$ cat config.mk
export PLATFORM = sky130hd
export DESIGN_NAME = epe_port
export DESIGN_NICKNAME = d
export VERILOG_FILES = /design/src/shared/epe_pkg.sv /design/src/design/epe_port.sv
export SDC_FILE = /design/constraint.sdc
export NUM_CORES = 1
export LEC_CHECK = 0
export ABC_AREA = 0
export BUFFER_PORTS_ARGS = -buffer_cell sky130_fd_sc_hd__buf_2
export CAP_MARGIN = 30
export CORE_UTILIZATION = 43
export CTS_BUF_LIST = sky130_fd_sc_hd__clkbuf_8
export CTS_CLUSTER_SIZE = 16
export DETAILED_ROUTE_END_ITERATION = 8
export SYNTH_ARGS = -nofsm -noshare
export SYNTH_HDL_FRONTEND = slang
export SYNTH_SLANG_ARGS = --single-unit
$ cat constraint.sdc
create_clock -name core_clk -period 6.8 [get_ports core_clk]
set_clock_uncertainty 0.1 [all_clocks]
set_input_delay 1.36 -clock core_clk [delete_from_list [all_inputs] [get_ports core_clk]]
set_output_delay 1.36 -clock core_clk [all_outputs]
set_load 0.05 [all_outputs]
$ cat src/shared/epe_pkg.sv
// package for the ecp parallel port engine: offsets, fields, modes, carriers
package epe_pkg;
   localparam logic [10:0] ADDR_AFIFO = 11'h000;
   localparam logic [10:0] ADDR_DATA = 11'h000;
   localparam logic [10:0] ADDR_DSR = 11'h001;
   localparam logic [10:0] ADDR_DCR = 11'h002;
   localparam logic [10:0] ADDR_DFIFO = 11'h400;
   localparam logic [10:0] ADDR_CNFGB = 11'h401;
   localparam logic [10:0] ADDR_ECR = 11'h402;
   localparam int ECR_MODE_HI = 7;
   localparam int ECR_MODE_LO = 5;
   localparam int ECR_NERR = 4;
   localparam int ECR_DMA_ON = 3;
   localparam int ECR_SVC = 2;
   localparam int ECR_FULL = 1;
   localparam int ECR_EMPTY = 0;
   localparam int DCR_DIR = 5;
   localparam int DCR_ACKIE = 4;
   localparam int DCR_SELIN = 3;
   localparam int DCR_INIT = 2;
   localparam int DCR_AFD = 1;
   localparam int DCR_STB = 0;
   localparam logic [7:0] ECR_RESET = 8'h15;
   localparam logic [7:0] DCR_RESET = 8'h04;
   localparam logic [7:0] CNFGA_VALUE = 8'h10;
   localparam logic [7:0] CNFGB_CONST = 8'h07;
   localparam logic [7:0] DSR_LOW_ONES = 8'h07;
   localparam int FIFO_DEPTH = 16;
   localparam int FIFO_AW = 4;
   localparam logic [4:0] FIFO_DEPTH_C = 5'h10;
   localparam logic [4:0] WRITE_THRESH = 5'h08;
   localparam logic [4:0] READ_THRESH = 5'h08;
   localparam int HOLD_NS = 16;
   localparam int CLK_NS = 8;
   localparam logic [1:0] HOLD_CYC = 2'((HOLD_NS + CLK_NS - 1) / CLK_NS);

   typedef enum logic [2:0] {
      EPE_SPP = 3'h0, EPE_PS2 = 3'h1, EPE_PFIFO = 3'h2, EPE_ECP = 3'h3,
      EPE_EPP = 3'h4, EPE_RSVD = 3'h5, EPE_TEST = 3'h6, EPE_CFG = 3'h7
   } epe_mode_e;

   // one fifo entry: byte plus command flag
   typedef struct packed {
      logic cmd;
      logic [7:0] data;
   } epe_entry_s;

   // host i/o bus request
   typedef struct packed {
      logic rd;
      logic wr;
      logic [10:0] addr;
      logic [7:0] wdata;
   } epe_io_s;

   // floppy controller side signals
   typedef struct packed {
      logic drive_a_motor_out;
      logic drive_a_select_out;
      logic drive_b_motor_out;
      logic drive_b_select_out;
   } epe_fdd_out_s;
endpackage : epe_pkg

$ cat src/design/epe_port.sv
// ecp parallel port engine: registers, shared fifo, ecp handshake, dma, floppy modes
`timescale 1ns/1ns
module epe_port (
   // clock and reset
   input wire logic core_clk,
   input wire logic rst,
   // host i/o
   input wire epe_pkg::epe_io_s io,
   output logic [7:0] io_rdata,
   // dma
   output logic dma_request_pin,
   input wire logic dma_ack,
   input wire logic dma_tc,
   output logic irq,
   // printer pins
   input wire logic [7:0] pd_in,
   output logic [7:0] pd_out,
   output logic pd_oe,
   output logic n_strobe,
   output logic n_autofd,
   output logic n_init,
   output logic n_selectin,
   input wire logic n_ack,
   input wire logic busy,
   input wire logic perror,
   input wire logic select,
   input wire logic n_fault,
   // floppy extension
   input wire logic single_extension_floppy_mode,
   input wire logic dual_extension_floppy_mode,
   input wire epe_pkg::epe_fdd_out_s fdc_out,
   input wire logic [4:0] fdd_status_pins,
   output epe_pkg::epe_fdd_out_s fdd_out,
   output logic [4:0] fdc_status_in
);
   import epe_pkg::*;

   epe_mode_e mode;
   logic [7:0] dcr;
   logic [7:0] data_reg;
   logic nerr_en, dma_enable_bit, service_flag;
   epe_entry_s fifo_mem [FIFO_DEPTH];
   logic [FIFO_AW-1:0] wr_ptr, rd_ptr;
   logic [4:0] count;
   logic fifo_full, fifo_empty, fifo_push, fifo_pop;
   epe_entry_s push_entry, head;
   logic [7:0] rle_left;
   logic n_fault_d, n_ack_d;
   logic dir, fifo_on, ecp_fwd, ecp_rev, pfifo_fwd;
   logic host_wr_fifo, host_rd_fifo, dma_xfer;
   logic [7:0] wval;

   typedef enum logic [2:0] {EPE_IDLE, EPE_SETUP, EPE_STROBE, EPE_WAIT_REL, EPE_REV_WAIT, EPE_REV_ACK} epe_hs_e;
   epe_hs_e hs;
   logic [1:0] hold_cnt;
   epe_entry_s out_byte;

   assign dir = dcr[DCR_DIR];
   assign fifo_on = (mode == EPE_PFIFO) || (mode == EPE_ECP) || (mode == EPE_TEST);
   assign ecp_fwd = (mode == EPE_ECP) && !dir && perror;
   assign ecp_rev = (mode == EPE_ECP) && dir;
   assign pfifo_fwd = (mode == EPE_PFIFO);
   assign fifo_full = (count == FIFO_DEPTH_C);
   assign fifo_empty = (count == 5'h00);
   assign head = fifo_mem[rd_ptr];
   assign wval = io.wdata;

   // dma moves bytes only through the data/compatible/test fifo
   assign dma_xfer = dma_ack && dma_enable_bit && !service_flag && fifo_on;
   assign host_wr_fifo = io.wr && fifo_on && (io.addr == ADDR_DFIFO || (io.addr == ADDR_AFIFO && mode == EPE_ECP));
   assign host_rd_fifo = io.rd && fifo_on && io.addr == ADDR_DFIFO;

   always_comb begin
      push_entry = '{cmd: 1'b0, data: wval};
      fifo_push = 1'b0;
      if (ecp_rev && hs == EPE_REV_WAIT && !n_ack) begin
         push_entry = '{cmd: ~busy, data: pd_in};
         fifo_push = !fifo_full;
      end else if (host_wr_fifo || (dma_xfer && !dir)) begin
         push_entry = '{cmd: (io.addr == ADDR_AFIFO) && !dma_xfer, data: wval};
         fifo_push = !fifo_full;
      end
   end

   always_comb begin
      fifo_pop = 1'b0;
      if (host_rd_fifo || (dma_xfer && dir)) begin
         fifo_pop = !fifo_empty;
      end else if (hs == EPE_IDLE && !fifo_empty && (ecp_fwd || pfifo_fwd) && rle_left == 8'h00) begin
         // run-length commands stay queued until their data byte follows them in the fifo
         fifo_pop = !(head.cmd && !head.data[7] && count < 5'h02);
      end
   end

   // shared sixteen-byte fifo
   always_ff @(posedge core_clk or posedge rst) begin
      if (rst) begin
         wr_ptr <= '0;
         rd_ptr <= '0;
         count <= '0;
      end else if (!fifo_on) begin
         wr_ptr <= '0;
         rd_ptr <= '0;
         count <= '0;
      end else begin
         if (fifo_push) wr_ptr <= wr_ptr + 1'b1;
         if (fifo_pop) rd_ptr <= rd_ptr + 1'b1;
         count <= 5'(count + {4'h0, fifo_push} - {4'h0, fifo_pop});
      end
   end

   always_ff @(posedge core_clk) begin
      if (fifo_push) fifo_mem[wr_ptr] <= push_entry;
   end

   // ecr, dcr and data register writes
   always_ff @(posedge core_clk or posedge rst) begin
      if (rst) begin
         mode <= EPE_SPP;
         nerr_en <= ECR_RESET[ECR_NERR];
         dma_enable_bit <= ECR_RESET[ECR_DMA_ON];
         service_flag <= ECR_RESET[ECR_SVC];
         dcr <= DCR_RESET;
         data_reg <= 8'h00;
      end else begin
         if (io.wr && io.addr == ADDR_ECR) begin
            if (mode == EPE_SPP || mode == EPE_PS2 || wval[7:5] == 3'h0 || wval[7:5] == 3'h1)
               mode <= epe_mode_e'(wval[ECR_MODE_HI:ECR_MODE_LO]);
            nerr_en <= wval[ECR_NERR];
            dma_enable_bit <= wval[ECR_DMA_ON];
            service_flag <= wval[ECR_SVC];
         end
         if (io.wr && io.addr == ADDR_DCR) begin
            dcr[DCR_ACKIE:0] <= wval[DCR_ACKIE:0];
            if (mode == EPE_PS2) dcr[DCR_DIR] <= wval[DCR_DIR];
         end
         if (io.wr && io.addr == ADDR_DATA && (mode == EPE_SPP || mode == EPE_PS2)) data_reg <= wval;
         // hardware sets the service flag; a set wins over a clear in the same cycle
         if (dma_enable_bit && dma_tc && dma_ack) service_flag <= 1'b1;
         else if (!dma_enable_bit && fifo_on && !dir && (5'(FIFO_DEPTH_C - count) >= WRITE_THRESH))
            service_flag <= 1'b1;
         else if (!dma_enable_bit && fifo_on && dir && count >= READ_THRESH) service_flag <= 1'b1;
         // falling nFault in forward ecp sets the nerr_en bit as the interrupt is taken
         if (mode == EPE_ECP && !dir && !nerr_en && n_fault_d && !n_fault) nerr_en <= 1'b1;
      end
   end

   always_ff @(posedge core_clk or posedge rst) begin
      if (rst) begin
         n_fault_d <= 1'b1;
         n_ack_d <= 1'b1;
      end else begin
         n_fault_d <= n_fault;
         n_ack_d <= n_ack;
      end
   end

   // automatic handshake engine
   always_ff @(posedge core_clk or posedge rst) begin
      if (rst) begin
         hs <= EPE_IDLE;
         hold_cnt <= '0;
         out_byte <= '0;
         rle_left <= 8'h00;
      end else begin
         unique case (hs)
            EPE_IDLE: begin
               if (ecp_rev && !n_ack) hs <= EPE_REV_WAIT;
               else if (rle_left != 8'h00 && (ecp_fwd || pfifo_fwd)) begin
                  // repeats peek the queued data byte; the last copy pops it
                  out_byte <= '{cmd: 1'b0, data: head.data};
                  rle_left <= rle_left - 8'h01;
                  hold_cnt <= HOLD_CYC;
                  hs <= EPE_SETUP;
               end else if (fifo_pop && !host_rd_fifo && !dma_xfer) begin
                  if (head.cmd && !head.data[7] && mode == EPE_ECP) begin
                     rle_left <= head.data; // run-length count: expand locally
                  end else begin
                     out_byte <= head; // address commands go out
                     hold_cnt <= HOLD_CYC;
                     hs <= EPE_SETUP;
                  end
               end
            end
            EPE_SETUP: begin
               if (rle_left != 8'h00 || hs == EPE_SETUP) begin
                  if (hold_cnt != 2'h0) hold_cnt <= hold_cnt - 2'h1;
                  else if (!busy) hs <= EPE_STROBE;
               end
            end
            EPE_STROBE: if (busy) hs <= EPE_WAIT_REL;
            EPE_WAIT_REL: if (!busy) hs <= EPE_IDLE;
            EPE_REV_WAIT: if (fifo_push) hs <= EPE_REV_ACK;
            EPE_REV_ACK: if (n_ack) hs <= EPE_IDLE;
            default: hs <= EPE_IDLE;
         endcase
         if (!(ecp_fwd || pfifo_fwd || ecp_rev)) begin
            if (hs != EPE_IDLE) hs <= EPE_IDLE;
            rle_left <= 8'h00;
         end
      end
   end

   // pins
   always_comb begin
      n_strobe = ~dcr[DCR_STB];
      n_autofd = ~dcr[DCR_AFD];
      n_init = dcr[DCR_INIT];
      n_selectin = ~dcr[DCR_SELIN];
      pd_out = (fifo_on && mode != EPE_TEST) ? out_byte.data : (mode == EPE_TEST ? head.data : data_reg);
      pd_oe = !(dir && mode != EPE_SPP && mode != EPE_PFIFO);
      if (mode == EPE_ECP) begin
         n_selectin = 1'b1;
         n_init = ~dir;
         pd_oe = !dir && perror;
         if (ecp_fwd) begin
            n_autofd = ~out_byte.cmd;
            n_strobe = !(hs == EPE_STROBE);
         end else if (ecp_rev) begin
            n_autofd = !(hs == EPE_REV_ACK);
         end
      end else if (pfifo_fwd) begin
         n_strobe = !(hs == EPE_STROBE);
      end
   end

   assign dma_request_pin = dma_enable_bit && !service_flag && fifo_on &&
                            (dir ? !fifo_empty : !fifo_full);
   assign irq = service_flag || (mode == EPE_ECP && !nerr_en && !n_fault && !dir) ||
                (dcr[DCR_ACKIE] && n_ack && !n_ack_d);

   // register reads
   always_comb begin
      io_rdata = 8'h00;
      if (io.rd) begin
         unique case (io.addr)
            ADDR_DATA: io_rdata = dir ? pd_in : data_reg;
            ADDR_DSR: io_rdata = {~busy, n_ack, perror, select, n_fault, 3'h7} & ~{5'h00, ~DSR_LOW_ONES[2:0]};
            ADDR_DCR: io_rdata = {2'h3, dcr[5:0]};
            ADDR_DFIFO: io_rdata = (mode == EPE_CFG) ? CNFGA_VALUE : head.data;
            ADDR_CNFGB: io_rdata = {1'b0, irq, 3'h0, CNFGB_CONST[2:0]};
            ADDR_ECR: io_rdata = {mode, nerr_en, dma_enable_bit, service_flag, fifo_full, fifo_empty};
            default: io_rdata = 8'h00;
         endcase
      end
   end

   // extension floppy modes
   always_comb begin
      fdd_out = fdc_out;
      fdc_status_in = fdd_status_pins;
      if (single_extension_floppy_mode || dual_extension_floppy_mode) begin
         fdd_out.drive_b_motor_out = 1'b1;
         fdd_out.drive_b_select_out = 1'b1;
         fdc_status_in = fdd_status_pins | pd_in[4:0];
      end
      if (dual_extension_floppy_mode) begin
         fdd_out.drive_a_motor_out = 1'b1;
         fdd_out.drive_a_select_out = 1'b1;
      end
   end
endmodule : epe_port

==> results of run 1 <==
[cells in the mapped netlist, types with 3 or more instances]
master | count | area, µm²
o22ai_1 | 13 | 81.33
nand2b_1 | 16 | 100.1
o211ai_1 | 3 | 22.52
mux4_2 | 22 | 495.5
dfrtp_1 | 52 | 1301
a31o_2 | 3 | 26.28
edfxtp_1 | 144 | 4324
dfstp_2 | 5 | 131.4
nand2_1 | 44 | 165.2
or2_2 | 4 | 25.02
mux2_2 | 28 | 315.3
a32oi_1 | 5 | 43.79
buf_1 | 6 | 22.52
or3_1 | 8 | 50.05
o21ai_0 | 36 | 180.2
nand3b_1 | 4 | 30.03
a221oi_1 | 14 | 122.6
a22oi_1 | 8 | 60.06
clkbuf_1 | 26 | 97.59
and2_1 | 6 | 37.54
nand3_1 | 14 | 70.07
a31oi_1 | 6 | 37.54
a222oi_1 | 5 | 50.05
ha_1 | 21 | 262.8
nor2_1 | 53 | 198.9
xor2_1 | 3 | 26.28
nor2b_1 | 7 | 43.79
nand4_1 | 4 | 25.02
a21oi_1 | 28 | 140.1
a21o_1 | 8 | 60.06
nor4_1 | 4 | 25.02
nor3_1 | 13 | 65.06
mux2_4 | 7 | 105.1
inv_1 | 28 | 105.1
mux2i_1 | 43 | 430.4
o32ai_1 | 3 | 26.28
buf_2 | 5 | 25.02
o31ai_1 | 9 | 67.56
and3_1 | 7 | 43.79
[layout by cell type, fill, tap and decap left out, types with 6 or more instances in the layout]
| cell type | count |
|---|---|
| clkbuf_8 | 39 |
| and2_1 | 6 |
| mux2i_1 | 43 |
| and3_1 | 7 |
| mux2_4 | 7 |
| inv_1 | 39 |
| mux4_2 | 22 |
| nor2b_1 | 7 |
| ha_1 | 21 |
| buf_2 | 80 |
| edfxtp_1 | 144 |
| a31oi_1 | 6 |
| nand3_1 | 14 |
| clkinv_1 | 7 |
| nand2_1 | 44 |
| nand2b_1 | 16 |
| a21oi_1 | 28 |
| a21o_1 | 8 |
| or3_1 | 8 |
| o21ai_0 | 36 |
| dfrtp_1 | 51 |
| mux2_2 | 28 |
| nor2_1 | 53 |
| a221oi_1 | 14 |
| nor3_1 | 13 |
| o31ai_1 | 9 |
| buf_4 | 17 |
| o22ai_1 | 13 |
| a22oi_1 | 8 |
[cells by family after synthesis]
kind of cell             count (synthesis)  synth area share, %
AND/OR/NAND/NOR                        201                10.48
multiplexers                           100                13.67
buffers and inverters                   68                2.770
adder cells (fa/ha/maj)                 22                2.872
XOR/XNOR                                 5               0.4448
flip-flops                             201                58.46
AO/OA/AOI/OAI                          162                11.30
[worst max-delay path, stage by stage, from the launching register on]
cell	delay (ns)
dfrtp_2	0.70
buf_4	0.48
mux4_2	0.60
a22oi_1	0.34
nand2_1	0.24
a222oi_1	0.34
nor2_1	0.08
buf_2	0.22
[where the power goes]
group,internal [mW],total (mW),switching (mW)
logic,0.115,0.301,0.186
registers,1.33,1.35,0.0136
clock network,0.649,1.16,0.511
total,2.10,2.81,0.711
[routing by layer]
metal | up-vias | part of all wire (%) | track usage, %
met5 | - | 0 | 0
met4 | 0 | 2.9 | 7.744
met3 | 64 | 7.5 | 4.678
met2 | 312 | 49 | 39.97
met1 | 3490 | 41 | 30.40
li1 | 3128 | - | -
[through the flow]
| stage | hold slack, ns | setup slack (ns) | cells |
|---|---|---|---|
| 2_1_floorplan | 0.3255 | 1.828 | 759 |
| 3_3_place_gp | 0.3317 | 1.755 | 1098 |
| 3_5_place_dp | 0.3342 | 1.575 | 1099 |
| 4_1_cts | 0.3437 | 1.509 | 1165 |
| 5_1_grt | 0.3573 | 1.613 | 1170 |
| 6_report | 0.3423 | 1.782 | 1170 |
[cell type report]
cell class              count  area, µm²
flip-flops and latches    201       5758
well taps                 285      356.6
multi-input cells         490       3817
repair buffers             99      566.8
fillers                  1937      11230
clock inverters            27      200.2
clock buffers              39      536.8
inverters                  29      108.9
[final timing paths]
check                           from          end  slack (ns)  depth (start not counted)
min in group asynchronous        rst      mode[2]        0.75                          2
max in group asynchronous        rst    rd_ptr[0]        4.93                          3
min                        n_fault_d      nerr_en        0.34                          2
max                        rd_ptr[0]  io_rdata[3]        1.78                          7
min reg2reg                n_fault_d      nerr_en        0.34                          2
max reg2reg                rd_ptr[0]     count[4]        2.27                         15
==> flow_metrics.py, run 1 <==
metrics = {
    "floorplan": {
        "fp.coreArea_um2": 22570,
        "die_w_um": 153.3,
        "ios": 81,
        "initial_core_util_pct": 43.63,
        "die_h_um": 153.3,
        "rows": 55,
        "die_area_um2": 23510,
    },
    "clocking": {
        "cts.sinks": 201,
        "cts_hold_buf": 0,
        "ctsRootBufferMaster": "clkbuf_8",
        "max-clock-path-buffers": 3,
        "clk_pin_slew_ns": 0.07,
        "cts_buffers": 36,
        "post_cts_buffers": 0,
        "cts_tree": "built",
        "clk-insertion-delay-late_ns": 0.53,
        "post_cts_resized": 0,
        "htreeDepth": 2,
    },
    "yosys": {
        "yosysSeqAreaShare_pct": 58.46,
        "ys_types": 75,
        "yosysWarnings": 0,
        "ys_async_sr_fraction_pct": 28.36,
        "syn-cell-area_um2": 9847,
        "syn_area_per_cell_um2": 12.97,
        "synth_flop_cell": "edfxtp_1",
        "synthesis.nets": 830,
        "synth_edf_count": 144,
        "synthCells": 759,
        "synth_seq_cells": 201,
    },
    "drt": {
        "antenna_left": 0,
        "drtIter0Drc": 574,
        "drt-total-wl_mm": 27.38,
        "via_per_inst": 5.978,
        "route.detailed.drc": 0,
        "vias": 6994,
        "post_drt_wl_per_cell_um": 23.40,
        "drt_first_pass_iters": 7,
    },
    "pwr": {
        "p_per_area_nw_per_um2": 247.5,
        "p_leak_nw": 4.334,
        "power_mw": 2.808,
        "ir_worst_vdd_v": 0.0001407,
    },
    "sta": {
        "fmax_mhz": 199.3,
        "worst_pin_slew_ns": 1.074,
        "finalSetupViolCount": 0,
        "final.setup.tns_ns": 0,
        "final-hold-violation-count": 0,
        "maxSlewHeadroom_pct": 28.15,
        "period_share_pct": 73.79,
        "rsz0062_at_grt": "false",
        "slew_violations": 0,
        "fin_crit_ns": 5.018,
    },
    "min_path": {
        "hold_path.class": "reg2reg",
    },
    "global_routing": {
        "first_global_vias": 7019,
        "antenna_found_initial": 0,
        "grt_use_total_pct": 23.62,
        "grt_max_degree": 38,
        "grt_remaining_overflow": 0,
        "grt_pass1_wl_mm": 41.99,
    },
    "critical_path": {
        "crit_fanout": 21,
        "cp.arrival_ns": 3.56,
        "crit_type": "reg2out",
        "start_kind": "register",
        "end_kind": "output pin",
        "required_ns": 5.34,
    },
    "finish": {
        "area_growth_pct": 15.21,
        "nNetsFinal": 928,
        "postLayoutCellArea_um2": 11340,
        "largest_register_ffs": 144,
        "top_register": "fifo_mem",
        "fin_util_pct": 50.26,
        "diodes": 0,
        "reg.largest.list": "fifo_mem (144), out_byte (9)",
        "drive_gt1_share_pct": 26.44,
    },
    "placement": {
        "place_area_um2": 10550,
        "portBuffers": 80,
        "place_hpwl_mm": 18.97,
        "gp_congestion": 0.9194,
    },
    "outcome": {
        "outcome": "completed",
    },
    "job": {
        "cap_viol_max_count": 0,
    },
}
Note: power is estimated with default switching activity, not from simulation.
==> inputs of run 2 (changes only) <==
--- a/config.mk
+++ b/config.mk
@@ -5,7 +5,7 @@
 export SDC_FILE = /design/constraint.sdc
 export NUM_CORES = 1
 export LEC_CHECK = 0
-export ABC_AREA = 0
+export ABC_AREA = 1
 export BUFFER_PORTS_ARGS = -buffer_cell sky130_fd_sc_hd__buf_2
 export CAP_MARGIN = 30
 export CORE_UTILIZATION = 43
==> constraint.sdc (replaced) <==
create_clock -name core_clk -period 5.15 [get_ports core_clk]
set_clock_uncertainty 0.1 [all_clocks]
set_input_delay 1.03 -clock core_clk [delete_from_list [all_inputs] [get_ports core_clk]]
set_output_delay 1.03 -clock core_clk [all_outputs]
set_load 0.05 [all_outputs]
==> flow_metrics.py, run 2 <==
metrics = {
    "yosys": {
        "synth_flop_cell": "edfxtp_1",
        "synthesis.nets": 1130,
        "ys_async_sr_fraction_pct": 28.36,
        "ys_types": 50,
        "synth_seq_cells": 201,
        "synth.most_common_cell": "nand2_1",
        "synth_common_cells": "248 x nand2_1, 144 x edfxtp_1, 130 x nor2_1, 100 x o21ai_0, 94 x inv_1",
        "yosysSeqAreaShare_pct": 57.83,
        "syn-cell-area_um2": 9955,
        "yosysWarnings": 0,
        "yosys.area.top_type": "edfxtp_1",
        "syn_area_per_cell_um2": 9.400,
        "yosys-top-cells-area": "edfxtp_1 43%, dfrtp_1 13%, nand2_1 9.4%",
        "synth_edf_count": 144,
        "synth_top_area_share_pct": 43.44,
        "synthCells": 1059,
    },
    "placement": {
        "portBuffers": 80,
        "place_hpwl_mm": 19.23,
        "pre_cts_ws_ns": 0.9922,
        "gp_congestion": 0.9343,
    },
    "critical_path": {
        "rrSetupSlack_ns": 1.33,
        "required_ns": 4.02,
        "crit_fanout": 81,
        "regToRegEndpoint": "count[4]",
        "path_buf_inv": 2,
        "path_cells": "buf_4, o21ai_0, o22ai_1, nor2_1, o21ai_1, o21bai_1, a31oi_1, buf_2",
        "cp.arrival_ns": 3.30,
        "critical-path-top-delay-family": "compound AO/OA/AOI/OAI gates",
        "slowest_stage": "buf_4",
        "end_kind": "output pin",
        "worstRegToRegCells": 20,
        "crit_type": "reg2out",
        "slowest_delay_ns": 0.62,
        "start_kind": "register",
        "reg2reg_from": "rd_ptr[0]",
        "path_depth": 8,
    },
    "global_routing": {
        "grt_pass1_wl_mm": 42.80,
        "grt_remaining_overflow": 0,
        "grt_max_degree": 82,
        "first_global_vias": 7449,
        "antenna_found_initial": 0,
        "grt_use_total_pct": 23.99,
    },
    "finish": {
        "most-common-layout-cells": "248 x nand2_1, 144 x edfxtp_1, 130 x nor2_1",
        "mostFrequentLayoutCell": "nand2_1",
        "reg.largest.list": "fifo_mem (144), out_byte (9)",
        "drive_gt1_share_pct": 17.37,
        "nNetsFinal": 1235,
        "num-fill-cells": 2114,
        "largest_register_ffs": 144,
        "area_growth_pct": 14.28,
        "top_register": "fifo_mem",
        "diodes": 0,
    },
    "sta": {
        "final.setup.tns_ns": 0,
        "worst_pin_slew_ns": 1.017,
        "fin_crit_ns": 4.431,
        "final.setup.worst_slack_ns": 0.7187,
        "fmax_mhz": 225.7,
        "rsz0062_at_grt": "false",
        "slew_violations": 0,
        "maxSlewHeadroom_pct": 31.93,
        "final-hold-violation-count": 0,
        "period_share_pct": 86.04,
        "finalSetupViolCount": 0,
    },
    "clocking": {
        "post_cts_resized": 0,
        "htreeDepth": 2,
        "cts_hold_buf": 0,
        "ctsRootBufferMaster": "clkbuf_8",
        "cts_tree": "built",
        "clk-insertion-delay-late_ns": 0.55,
        "clk_pin_slew_ns": 0.06,
        "max-clock-path-buffers": 3,
        "cts_buffers": 37,
        "post_cts_buffers": 0,
        "cts.sinks": 201,
    },
    "floorplan": {
        "ios": 81,
        "die_w_um": 154.2,
        "die_h_um": 154.2,
        "fp.coreArea_um2": 22640,
        "initial_core_util_pct": 43.97,
        "rows": 55,
        "die_area_um2": 23760,
    },
    "drt": {
        "antenna_left": 0,
        "drt_first_pass_iters": 6,
        "vias": 7851,
        "drt-total-wl_mm": 27.74,
        "drtIter0Drc": 672,
        "post_drt_wl_per_cell_um": 18.78,
        "via_per_inst": 5.316,
        "route.detailed.drc": 0,
    },
    "outcome": {
        "outcome": "completed",
    },
    "pwr": {
        "p_per_area_nw_per_um2": 286.6,
        "ir_worst_vdd_v": 0.0001252,
        "p_leak_nw": 4.740,
    },
    "min_path": {
        "hold_path.class": "in2async",
    },
    "job": {
        "cap_viol_max_count": 0,
    },
}
==> run 2: kinds of logic after synthesis <==
kind of cell / count (synthesis) / share of synthesized area [%]
simple gates: 491 / 21.27
flops: 201 / 57.83
compound gates: 196 / 11.56
buf+inv: 145 / 6.146
xor+xnor: 4 / 0.3520
fa+ha+maj: 22 / 2.841
==> run 2: cell type report <==
cell class | count | area (µm²) | area share, %
Sequential cell | 201 | 5758 | 50.62
Multi-Input combinational cell | 713 | 3590 | 31.56
Timing Repair Buffer | 104 | 584.3 | 5.136
Clock buffer | 38 | 523.0 | 4.597
Inverter | 107 | 401.6 | 3.531
Tap cell | 285 | 356.6 | 3.135
Clock inverter | 29 | 162.7 | 1.430
==> run 2: per-layer routing <==
layer	up-vias	global-route usage [%]	wire length, µm
met1	3790	34.83	12930
met5	-	0	0
li1	3805	-	-
met2	221	37.23	12710
met4	0	7.619	551
met3	35	3.213	1551
==> run 2: worst max-delay path by stage <==
stage | slack (ns) | from | end
floorplan | 1.05 | io[15] | io_rdata[3]
global placement | 1.00 | io[13] | io_rdata[6]
detailed placement | 0.99 | io[13] | io_rdata[5]
CTS | 0.76 | rd_ptr[0] | io_rdata[4]
global route | 0.62 | rd_ptr[0] | io_rdata[2]
finish | 0.72 | rd_ptr[0] | io_rdata[4]
==> run 2: through the flow <==
stage          util (%)  instance area, µm²  cells  power [mW]  hold WS [ns]
3_5_place_dp      47.18               10680   1409       1.881        0.3749
5_1_grt           50.25               11380   1477       3.373        0.3654
2_1_floorplan         -                9955   1059       1.825        0.3422
4_1_cts           50.21               11370   1476       3.300        0.3470
3_3_place_gp      47.07               10660   1406       1.881        0.3661
6_report          50.25               11380   1477       3.261        0.3590
==> run 2: power breakdown <==
part | internal (mW) | leakage (nW) | switching (mW)
Combinational | 0.0299 | 2.24 | 0.0767
Sequential | 1.74 | 2.10 | 0.00232
Clock | 0.745 | 0.401 | 0.668
Total | 2.51 | 4.74 | 0.747
==> inputs of run 3 (changes only) <==
--- a/config.mk
+++ b/config.mk
@@ -5,7 +5,6 @@
 export SDC_FILE = /design/constraint.sdc
 export NUM_CORES = 1
 export LEC_CHECK = 0
-export ABC_AREA = 1
 export BUFFER_PORTS_ARGS = -buffer_cell sky130_fd_sc_hd__buf_2
 export CAP_MARGIN = 30
 export CORE_UTILIZATION = 43
==> constraint.sdc (replaced) <==
create_clock -name core_clk -period 5.3 [get_ports core_clk]
set_clock_uncertainty 0.1 [all_clocks]
set_input_delay 1.06 -clock core_clk [delete_from_list [all_inputs] [get_ports core_clk]]
set_output_delay 1.06 -clock core_clk [all_outputs]
set_load 0.05 [all_outputs]
==> flow_metrics.py, run 3 (synthesis results as in run 1) <==
metrics = {
    "clocking": {
        "ctsRootBufferMaster": "clkbuf_8",
        "post_cts_resized": 0,
        "htreeDepth": 2,
        "cts.sinks": 201,
        "clk-insertion-delay-late_ns": 0.53,
        "clk_pin_slew_ns": 0.06,
        "max-clock-path-buffers": 3,
        "cts_tree": "built",
        "cts_buffers": 36,
        "post_cts_buffers": 0,
        "cts_hold_buf": 0,
    },
    "placement": {
        "place_hpwl_mm": 18.73,
        "pre_cts_ws_ns": 0.6774,
        "placed_cells": 1112,
        "gp_congestion": 0.9795,
        "portBuffers": 80,
    },
    "sta": {
        "period_share_pct": 88.64,
        "rsz0062_at_grt": "false",
        "final-hold-violation-count": 0,
        "maxSlewHeadroom_pct": 43.65,
        "fmax_mhz": 212.9,
        "finalSetupViolCount": 0,
        "slew_violations": 0,
        "worst_hold_slack_ns": 0.3462,
        "fin_crit_ns": 4.698,
        "final.setup.worst_slack_ns": 0.6019,
        "worst_pin_slew_ns": 0.8421,
        "final.setup.tns_ns": 0,
    },
    "finish": {
        "drive_gt1_share_pct": 26.79,
        "fin_cells": 1177,
        "area_growth_pct": 14.99,
        "num-fill-cells": 1990,
        "nNetsFinal": 936,
        "most-common-layout-cells": "144 x edfxtp_1, 80 x buf_2, 53 x nor2_1",
        "mostFrequentLayoutCell": "edfxtp_1",
        "multi_input_area_um2": 3817,
        "diodes": 0,
        "top_register": "fifo_mem",
        "fin_util_pct": 50.17,
        "largest_register_ffs": 144,
        "reg.largest.list": "fifo_mem (144), out_byte (9)",
        "regArea_um2": 5758,
    },
    "drt": {
        "drt_first_pass_iters": 7,
        "drt-total-wl_mm": 26.49,
        "post_drt_wl_per_cell_um": 22.51,
        "drtIter0Drc": 419,
        "antenna_left": 0,
        "vias": 6935,
        "via_per_inst": 5.892,
        "route.detailed.drc": 0,
    },
    "pwr": {
        "p_per_area_nw_per_um2": 306.8,
        "ir_worst_vdd_v": 0.0002128,
        "p_leak_nw": 4.350,
    },
    "floorplan": {
        "die_area_um2": 23510,
        "fp.coreArea_um2": 22570,
        "die_w_um": 153.3,
        "rows": 55,
        "initial_core_util_pct": 43.63,
        "die_h_um": 153.3,
        "ios": 81,
    },
    "global_routing": {
        "grt_pass1_wl_mm": 40.36,
        "use_met2_pct": 37.86,
        "use_met1_pct": 29.31,
        "grt_remaining_overflow": 0,
        "busiest_layer": "met2",
        "first_global_vias": 6925,
        "antenna_found_initial": 0,
        "grt_max_degree": 37,
        "grt_use_total_pct": 22.74,
        "grt_util_met3_pct": 3.799,
    },
    "critical_path": {
        "crit_fanout": 26,
        "crit_type": "reg2out",
        "end_kind": "output pin",
        "critical-path-top-delay-family": "compound AO/OA/AOI/OAI gates",
        "critPathCapture": "pd_out[4]",
        "required_ns": 4.14,
        "path_cells": "buf_4, mux2i_1, a221oi_1, o21ai_0, nand2_1, o31ai_1, a21oi_1, buf_2",
        "rrSetupSlack_ns": 1.11,
        "path_buf_inv": 2,
        "reg2reg_from": "mode[2]",
        "crit_start": "rd_ptr[0]",
        "worstRegToRegCells": 14,
        "slowest_stage": "dfrtp_2",
        "cp.arrival_ns": 3.54,
        "regToRegEndpoint": "count[4]",
        "start_kind": "register",
        "slowest_delay_ns": 0.74,
        "path_depth": 8,
    },
    "job": {
        "cap_viol_max_count": 0,
    },
    "min_path": {
        "hold_path.class": "reg2reg",
        "min_path_cells": 2,
    },
    "outcome": {
        "outcome": "completed",
    },
}
[run 3: cell types whose count changed in the layout (fill, tap and decap cells not counted), sizes merged, moves of 22 or more]
cell   previous run  this run
o21ai           111        37
nor2            136        53
inv             123        44
mux2              0        35
nand2           261        44
mux2i             0        43
mux4              0        22
nand3            58        14
[run 3: worst min path at each step]
stage | start | endpoint | slack (ns)
after floorplan | n_fault_d | nerr_en | 0.33
after global placement | n_fault_d | nerr_en | 0.33
after detailed placement | n_fault_d | nerr_en | 0.35
after CTS | n_fault_d | nerr_en | 0.35
after global routing | n_fault_d | nerr_en | 0.36
final | n_fault_d | nerr_en | 0.35
[run 3: worst min-delay path, stage by stage, from the launching register on]
cell     delay [ns]
dfstp_2        0.36
nand2_1        0.04
nand2_1        0.04
[run 3: cell type report]
class                   count  share of cell area (%)
clock inverters            27                   1.381
well taps                 285                   3.149
flip-flops and latches    201                   50.85
clock buffers              38                   4.619
repair buffers            107                   5.326
multi-input cells         490                   33.71
inverters                  29                  0.9613
[run 3: power breakdown]
part	leakage, nW	total (mW)	switching (mW)	internal, mW
Sequential	2.08	1.73	0.0172	1.71
Clock	0.397	1.36	0.639	0.724
Combinational	1.87	0.383	0.236	0.147
Total	4.35	3.47	0.893	2.58
[run 3: per-stage QoR]
stage                     total power, mW  area, µm²
after global placement              2.123      10640
after floorplan                     2.021       9847
after detailed placement            2.138      10640
after global routing                3.616      11320
final                               3.474      11320
after CTS                           3.508      11320
[run 3: metal layers]
layer	vias up	part of all wire, %
li1	3152	-
met4	0	3.4
met2	271	48
met1	3446	42
met5	-	0
met3	66	6.3
